**src/hw/scw_pkg.sv**
```systemverilog
// Package of constants for the serial control word register map
// ============================================================
// Operation
// - Select 000 loads register 0 latch
// - Register 0 bits 30:15 are integer word
// - Register 0 bits 14:3 are fractional numerator
// - Held fields apply on next register 0 write
// - Divider select held only when buffer enabled
// - Shift 32 bits MSB first on clock rise
// - Load strobe rise transfers word to latch
// - Select bits 2:0 choose registers 0..5
package scw_pkg;
	localparam int WORD_W = 32;
	localparam int NUM_REGS = 6;
	localparam int SEL_LSB = 0;
	localparam int SEL_MSB = 2;
	// Select codes
	localparam logic [2:0] SEL_R0 = 3'h0;
	localparam logic [2:0] SEL_R1 = 3'h1;
	localparam logic [2:0] SEL_R2 = 3'h2;
	localparam logic [2:0] SEL_R3 = 3'h3;
	localparam logic [2:0] SEL_R4 = 3'h4;
	localparam logic [2:0] SEL_R5 = 3'h5;
	// Register 0 fields
	localparam int INT_MSB = 30;
	localparam int INT_LSB = 15;
	localparam int FRACTIONAL_NUMERATOR_MSB = 14;
	localparam int FRACTIONAL_NUMERATOR_LSB = 3;
	// Held masks: register 1 phase and modulus
	localparam logic [31:0] R1_HELD_MASK = 32'h07FF_FFF8;
	// Register 2: doubler, halver, R counter, pump current
	localparam logic [31:0] R2_HELD_MASK = 32'h03FF_DE00;
	// Register 2 divider buffer enable bit
	localparam int DIV_BUF_EN_BIT = 13;
	// Register 4 conditionally held divider select
	localparam logic [31:0] R4_COND_MASK = 32'h0070_0000;
	localparam logic [31:0] REG_RESET = 32'h0000_0000;
endpackage : scw_pkg

```
**src/hw/scw_control_word_map.sv**
```systemverilog
// Serial control word shifter, latch decode and double buffering
`timescale 1ns/1ps
`default_nettype none
module scw_control_word_map
(
	input  wire logic        clk,
	input  wire logic        sys_rst,
	input  wire logic        ser_clk,
	input  wire logic        ser_data,
	input  wire logic        load_strobe,
	output var  logic [15:0] integer_word,
	output var  logic [11:0] fractional_numerator,
	output var  logic [31:0] prescaler_phase_modulus,
	output var  logic [31:0] reference_and_lock_config,
	output var  logic [31:0] band_clock_and_divider_config,
	output var  logic [31:0] output_stage_config,
	output var  logic [31:0] detect_pin_config,
	output var  logic        word_loaded
);
	// ============================================================
	// Operating notes
	// The serial pins run far slower than clk, so each pin is
	// synchronised, and the clock and strobe rising edges are found in the clk domain.
	// A serial clock high or low phase below two clk periods may
	// be lost; the host must pace its frames to suit.
	// A word is only acted on at the load strobe rise. The low three
	// bits pick the latch, and codes above register 5 are dropped
	// without touching any latch or the load pulse.
	// Held fields wait in a holding stage until register 0 is
	// written, so a whole new setting applies in one step. Fields
	// that are not held take effect on their own write.
	// Register 4 divider select bits are held only while the applied
	// register 2 copy has its buffer enable bit set.
	// There is no documented reset; sys_rst clears every latch to
	// zero, so the host must program all six words after reset.
	// Latched outputs are registered; the load pulse lasts a cycle.
	logic        clk_s;
	logic        data_s;
	logic        le_s;
	logic        clk_d;
	logic        le_d;
	logic [31:0] shift_word;
	logic [31:0] hold_r1;
	logic [31:0] hold_r2;
	logic [31:0] hold_r4;
	logic [31:0] app_r0;
	logic        shift_en;
	logic        load_en;
	logic [2:0]  sel;
	logic [5:0]  wr_hit;

	// ============================================================
	// Pin synchronisers
	scw_sync u_sync_clk
	(
		.clk     (clk),
		.sys_rst (sys_rst),
		.d       (ser_clk),
		.q       (clk_s)
	);
	scw_sync u_sync_data
	(
		.clk     (clk),
		.sys_rst (sys_rst),
		.d       (ser_data),
		.q       (data_s)
	);
	scw_sync u_sync_le
	(
		.clk     (clk),
		.sys_rst (sys_rst),
		.d       (load_strobe),
		.q       (le_s)
	);

	// Merge held and direct bits under a mask
	function automatic logic [31:0] merge
	(
		input logic [31:0] held,
		input logic [31:0] direct,
		input logic [31:0] mask
	);
		merge = (held & mask) | (direct & ~mask);
	endfunction : merge

	// One-hot latch select; codes 110 and 111 select nothing
	function automatic logic [5:0] decode_sel
	(
		input logic [2:0] code
	);
		decode_sel = 6'h00;
		if (code <= scw_pkg::SEL_R5)
			decode_sel[code] = 1'b1;
	endfunction : decode_sel

	// ============================================================
	// Edge detection on synchronised pins
	always_ff @(posedge clk or posedge sys_rst)
	begin
		if (sys_rst)
		begin
			clk_d <= 1'b0;
			le_d  <= 1'b0;
		end
		else
		begin
			clk_d <= clk_s;
			le_d  <= le_s;
		end
	end

	assign shift_en = clk_s & ~clk_d;
	assign load_en  = le_s & ~le_d;
	assign sel      = shift_word[scw_pkg::SEL_MSB:scw_pkg::SEL_LSB];

	// Write hits exist only in the strobe cycle
	assign wr_hit   = load_en ? decode_sel(sel) : 6'h00;

	// ============================================================
	// Serial shift, MSB first; data is stable by the delayed edge
	always_ff @(posedge clk or posedge sys_rst)
	begin
		if (sys_rst)
			shift_word <= scw_pkg::REG_RESET;
		else if (shift_en)
			shift_word <= {shift_word[30:0], data_s};
	end

	// ============================================================
	// Holding stages: writes to registers 1, 2 and 4 land here first
	always_ff @(posedge clk or posedge sys_rst)
	begin
		if (sys_rst)
		begin
			hold_r1 <= scw_pkg::REG_RESET;
			hold_r2 <= scw_pkg::REG_RESET;
			hold_r4 <= scw_pkg::REG_RESET;
		end
		else if (load_en)
		begin
			unique case (sel)
				scw_pkg::SEL_R1: hold_r1 <= shift_word;
				scw_pkg::SEL_R2: hold_r2 <= shift_word;
				scw_pkg::SEL_R4: hold_r4 <= shift_word;
				default:         ; // Others or 110/111
			endcase
		end
	end

	// ============================================================
	// Register 0 latch and transfer of held fields
	always_ff @(posedge clk or posedge sys_rst)
	begin
		if (sys_rst)
		begin
			app_r0                    <= scw_pkg::REG_RESET;
			prescaler_phase_modulus   <= scw_pkg::REG_RESET;
			reference_and_lock_config <= scw_pkg::REG_RESET;
			word_loaded               <= 1'b0;
		end
		else
		begin
			word_loaded <= |wr_hit;
			if (wr_hit[0])
			begin
				app_r0                    <= shift_word;
				prescaler_phase_modulus   <= hold_r1;
				reference_and_lock_config <= hold_r2;
			end
			else if (wr_hit[1])
				prescaler_phase_modulus <= merge(prescaler_phase_modulus,
					shift_word, scw_pkg::R1_HELD_MASK);
			else if (wr_hit[2])
				reference_and_lock_config <= merge(reference_and_lock_config,
					shift_word, scw_pkg::R2_HELD_MASK);
		end
	end

	// ============================================================
	// Register 4: divider select held only when buffering is on
	// A register 0 write applies the whole held word, so bits
	// written while buffering was off are simply applied again.
	always_ff @(posedge clk or posedge sys_rst)
	begin
		if (sys_rst)
			output_stage_config <= scw_pkg::REG_RESET;
		else if (wr_hit[0])
			output_stage_config <= hold_r4;
		else if (wr_hit[4])
		begin
			// Buffer enable read from the applied register 2 copy
			if (reference_and_lock_config[scw_pkg::DIV_BUF_EN_BIT])
				output_stage_config <= merge(output_stage_config,
					shift_word, scw_pkg::R4_COND_MASK);
			else
				output_stage_config <= shift_word;
		end
	end

	// ============================================================
	// Registers 3 and 5 take effect at once
	always_ff @(posedge clk or posedge sys_rst)
	begin
		if (sys_rst)
		begin
			band_clock_and_divider_config <= scw_pkg::REG_RESET;
			detect_pin_config             <= scw_pkg::REG_RESET;
		end
		else if (wr_hit[3])
			band_clock_and_divider_config <= shift_word;
		else if (wr_hit[5])
			detect_pin_config <= shift_word;
	end

	// ============================================================
	// Register 0 field split for the modulator
	assign integer_word =
		app_r0[scw_pkg::INT_MSB:scw_pkg::INT_LSB];
	assign fractional_numerator =
		app_r0[scw_pkg::FRACTIONAL_NUMERATOR_MSB:scw_pkg::FRACTIONAL_NUMERATOR_LSB];
endmodule : scw_control_word_map
`default_nettype wire

```
**src/hw/scw_sync.sv**
```systemverilog
// Two-stage synchroniser for pin inputs
`timescale 1ns/1ps
`default_nettype none
module scw_sync
(
	input  wire logic clk,
	input  wire logic sys_rst,
	input  wire logic d,
	output var  logic q
);
	logic meta;

	// ============================================================
	// Synchroniser chain; meta feeds only q
	always_ff @(posedge clk or posedge sys_rst)
	begin
		if (sys_rst)
		begin
			meta <= 1'b0;
			q    <= 1'b0;
		end
		else
		begin
			meta <= d;
			q    <= meta;
		end
	end
endmodule : scw_sync
`default_nettype wire

```
**config.mk**
```make
export PLATFORM = sky130hd
export DESIGN_NAME = scw_control_word_map
export DESIGN_NICKNAME = d
export VERILOG_FILES = /design/src/hw/scw_pkg.sv /design/src/hw/scw_control_word_map.sv /design/src/hw/scw_sync.sv
export SDC_FILE = /design/constraint.sdc
export NUM_CORES = 1
export LEC_CHECK = 0
export ABC_AREA = 1
export BUFFER_PORTS_ARGS = -buffer_cell sky130_fd_sc_hd__buf_2
export CAP_MARGIN = 5
export CORE_MARGIN = 3
export CORE_UTILIZATION = 51
export DETAILED_ROUTE_END_ITERATION = 6
export PLACE_DENSITY_LB_ADDON = 0.15
export SYNTH_ARGS = -nofsm -noshare
export SYNTH_HDL_FRONTEND = slang
export SYNTH_SLANG_ARGS = --single-unit
```
**constraint.sdc**
```tcl
create_clock -name clk -period 31.9 [get_ports clk]
set_clock_uncertainty 0.2 [all_clocks]
set_input_delay 6.38 -clock clk [delete_from_list [all_inputs] [get_ports clk]]
set_output_delay 6.38 -clock clk [all_outputs]
set_load 0.01 [all_outputs]
```
; After elaboration in Yosys (flattened, before gate mapping)
; Cells that the tools add are included.
[word_totals]
regBits = 328
output_inout_bits = 189
word_cells = 56
[classes]
n_lt_le_gt_ge = 3
bitwise_logic = 8
n_reduce_logical = 10
eq_ne = 4
mux = 12
[op_table]
columns = op, count
row1 = $mux 32, 8
row2 = $or 23x32->32, 1
row3 = $or 26x32->32, 1
row4 = $or 27x32->32, 1
row5 = $mux 6, 2
row6 = $reduce_and 2->1, 5
row7 = $reduce_bool 2->1, 3
row8 = $reduce_or 6->1, 1
row9 = $lt 3x4->1 const B, 1
row10 = $demux 1 s3, 1
row11 = $eq 3x1->1 const B, 1
row12 = $eq 3x2->1 const B, 1
row13 = $eq 3x3->1 const B, 1
row14 = $ge 3x1->1 const B, 1
row15 = $le 3x3->1 const B, 1
row16 = $not 1->1, 3
row17 = $and 1x1->1, 2
row18 = $ne 2x2->1 const B, 1
row19 = $logic_and 1x1->1, 1
row20 = $mux 1, 1

; Depth between registers and ports, before layout
[depth]
depth_word = 9
mapped_depth = 9

; Hierarchy
; A second synthesis with hierarchy kept.
[unflattened]
cells_unflattened = 1243
hier_area_um2 = 12177.9
[modules_own_cells]
columns = module, area_per_inst_um2, cells_per_inst, n_inst, seq_area_each_um2
row1 = scw_control_word_map, 12016.5, 1234, 1, 7982.7
row2 = scw_sync, 53.8, 3, 3, 50.0

; Least setup slack after synthesis
; Ideal clock, no wire load.
[synth_path]
path_kind = reg2out
startpoint = register reference_and_lock_config[13]
endpoint = output reference_and_lock_config[13]
t_arrival_ns = 0.403
slack_ns = 24.917
path_stages_with_launch = 1
path_buffers = 0
path_cell_list = dfrtp_1
[synth_lines]
columns = element, line_no
row1 = start: declaration, scw_control_word_map.sv:14  ; output var logic [31:0] reference_and_lock_config,
row2 = start signal: assignment, scw_control_word_map.sv:158  ; reference_and_lock_config <= scw_pkg::REG_RESET;
row3 = start signal: assignment, scw_control_word_map.sv:168  ; reference_and_lock_config <= hold_r2;
row4 = start signal: assignment, scw_control_word_map.sv:174  ; reference_and_lock_config <= merge(reference_and_lock_config,
; No word-level cell between the ends.

==> out/qor.csv <==
metric,value,unit
Die W,160,um
first-pass GRT wire length,47500,um
Max-Cap Viols,0,
number of diodes,0,
die area,25700,um^2
drt drc,0,
Sink Count,325,
Tcrit/Tclk final,0.242,
Setup TNS Final,0,ns
"Reg clk slew, reported paths",0.06,ns
peak supply drop,45.8,uV
hpwl dp,18400,um
initial antenna violation count,0,
clock latency on the worst-skew pair,0.50,ns
vias in the first global route,8755,
final wirelength,28700,um
WP data arrival,8.02,ns
R2R setup slack,28.40,ns
normalized max-slew margin,0.301,
Worst Setup End Kind,asynchronous set/reset pin,
Initial DRT Pass Iterations,7,
hold path depth,0,
clk buf depth,3,
status,"complete, no violations",
Initial Util,0.527,
Multi-input gate area,3340,um^2
CTS hold repair buffers,0,
GP Congestion,0.793,
"slowest stage delay, CP",0.77,ns
number of I/O pins,194,
fillcell total,1949,
most frequent cells in the layout,"nand2_1, dfrtp_1, buf_2",
hold crit path type,reg2reg,
CTS-repair resized insts,0,
worst hold start,u_sync_le.meta$_DFF_PP0_,
CTS buffer count,35,
CTS tree,done,
WS Path Type,in2async,
"commonest non-fill, non-tap cell in the layout",nand2_1,
Ys Warns,0,
Critical R2R Launch,shift_word[2]$_DFFE_PP0P_,
unrepaired setup endpoints after global routing,false,
Post-Synthesis Mean Instance Area,9.77,um^2
register bit total from synthesis,325,
Mapped Cells,1244,
synthesized area,12200,um^2
Finish-stage setup viols,0,
"Seq/Total Area, Yosys",0.669,
Syn-to-layout area delta,18.4,%
critical path startpoint category,input port,
total congestion overflow,0,
pin count of the biggest net entering global routing,193,
die span in y,160,um
Layout Nets,1423,
share of layout cells above drive strength 1,0.191,
via count,8821,
crit-path cells,"buf_2, inv_8, buf_12",
hold endpoint,u_sync_le.q$_DFF_PP0_,
worst-path cell with the longest stage delay,buf_12,
syn_nets,1249,
iteration-0 DRC count of the detailed router,799,
count of buffers from port buffering,193,
Via density,5.02,
power per cell area,70.4,nW/um^2
Final Hold Viols,0,
worst endpoint required time,32.18,ns
end of the worst register-to-register path,reference_and_lock_config[22]$_DFFE_PP0P_,
overall fraction of global-route tracks in use,0.229,
Worst Reg-to-Reg Cells,6,
WP buf/inv,3,
Core Area,23100,um^2
Crit path depth,3,
Max Freq,129,MHz
Slew @ Worst Pin,1.05,ns
Final min period,7.73,ns
Yosys cell types,22,
fin. max-slew vios,0,
Crit path max-delay family,buffers and inverters,
Leakage,7.58,nW
fin util,0.624,
Antenna Nets Post-Route,0,
setup bufs post-CTS,0,
Reg area,8130,um^2
largest driver fanout on the critical path,192,
wire per inst,16.3,um
row count,55,
Root Buffer,clkbuf_16,
H-tree depth,2,
-- sequential cells by signal, indices dropped and copies added (netlist names), 28 cells and up --
signal,cells
reference_and_lock_config,32
app_r0,28
hold_r1,32
shift_word,32
band_clock_and_divider_config,32
detect_pin_config,32
hold_r2,32
output_stage_config,32
hold_r4,32
prescaler_phase_modulus,32
-- synthesized netlist by cell type --
cell,count,share of area
or2_2,5,0.0026
a21oi_1,3,0.0012
inv_1,89,0.027
nand3_1,62,0.026
o21a_1,13,0.0080
nor2_1,43,0.013
or2_1,2,0.0010
buf_6,6,0.0056
clkbuf_1,21,0.0065
dfrtp_1,325,0.67
nand4_1,6,0.0031
o21ai_1,61,0.025
buf_2,24,0.0099
nor3_1,1,0.00041
inv_2,3,0.00093
nand2_1,422,0.13
nor2_4,3,0.0028
nand2_2,4,0.0021
buf_4,12,0.0074
buf_1,1,0.00031
o21ai_0,135,0.056
nor2_2,3,0.0015
-- cell type report --
type                            count  share of cell area
Clock buffer                       52              0.0704
Timing Repair Buffer              201              0.0722
Clock inverter                     10             0.00774
Sequential cell                   325               0.565
Multi-Input combinational cell    763               0.232
Tap cell                          313              0.0272
Inverter                           92              0.0245
-- worst max path at each step --
stage | startpoint | endpoint
after global routing | sys_rst | detect_pin_config[17]$_DFFE_PP0P_
after CTS | sys_rst | detect_pin_config[18]$_DFFE_PP0P_
after floorplan | sys_rst | app_r0[10]$_DFFE_PP0P_
final | sys_rst | hold_r4[2]$_DFFE_PP0P_
after global placement | sys_rst | app_r0[16]$_DFFE_PP0P_
after detailed placement | sys_rst | app_r0[13]$_DFFE_PP0P_
-- stage by stage --
| stage | std cells | hold WS, ns | power (mW) | worst slack [ns] | area (um^2) |
|---|---|---|---|---|---|
| 2_1_floorplan | 1244 | 0.131 | 0.572 | 16.32 | 12200 |
| 3_3_place_gp | 1694 | 0.134 | 0.622 | 23.50 | 13300 |
| 3_5_place_dp | 1694 | 0.135 | 0.627 | 23.50 | 13300 |
| 4_1_cts | 1756 | 0.150 | 1.02 | 24.03 | 14400 |
| 5_1_grt | 1756 | 0.166 | 1.06 | 23.84 | 14400 |
| 6_report | 1756 | 0.148 | 1.01 | 24.17 | 14400 |
-- logic make-up (layout without fill, tap and decap cells) --
kind of cell	count (synthesis)	in the layout	synth area share
AOI/OAI and AO/OA	212	212	0.0900
buffers and inverters	156	355	0.0581
DFF	325	325	0.669
and+or+nand+nor	551	551	0.183
-- metal layers --
layer	part of all wire	routed length, um	global-route usage	up-vias
li1	-	-	-	4306
met1	0.48	13900	0.351	4242
met2	0.43	12300	0.332	234
met3	0.067	1920	0.0542	39
met4	0.019	552	0.0600	0
met5	0	0	0	-
-- power breakdown --
| group | internal [mW] | total, mW | switching, mW | leakage (nW) |
|---|---|---|---|---|
| Sequential | 0.460 | 0.492 | 0.0322 | 4.40 |
| Combinational | 0.0466 | 0.126 | 0.0798 | 2.63 |
| Clock | 0.237 | 0.394 | 0.158 | 0.554 |
| Total | 0.743 | 1.01 | 0.270 | 7.58 |
Power figures use the tool's default switching activity.
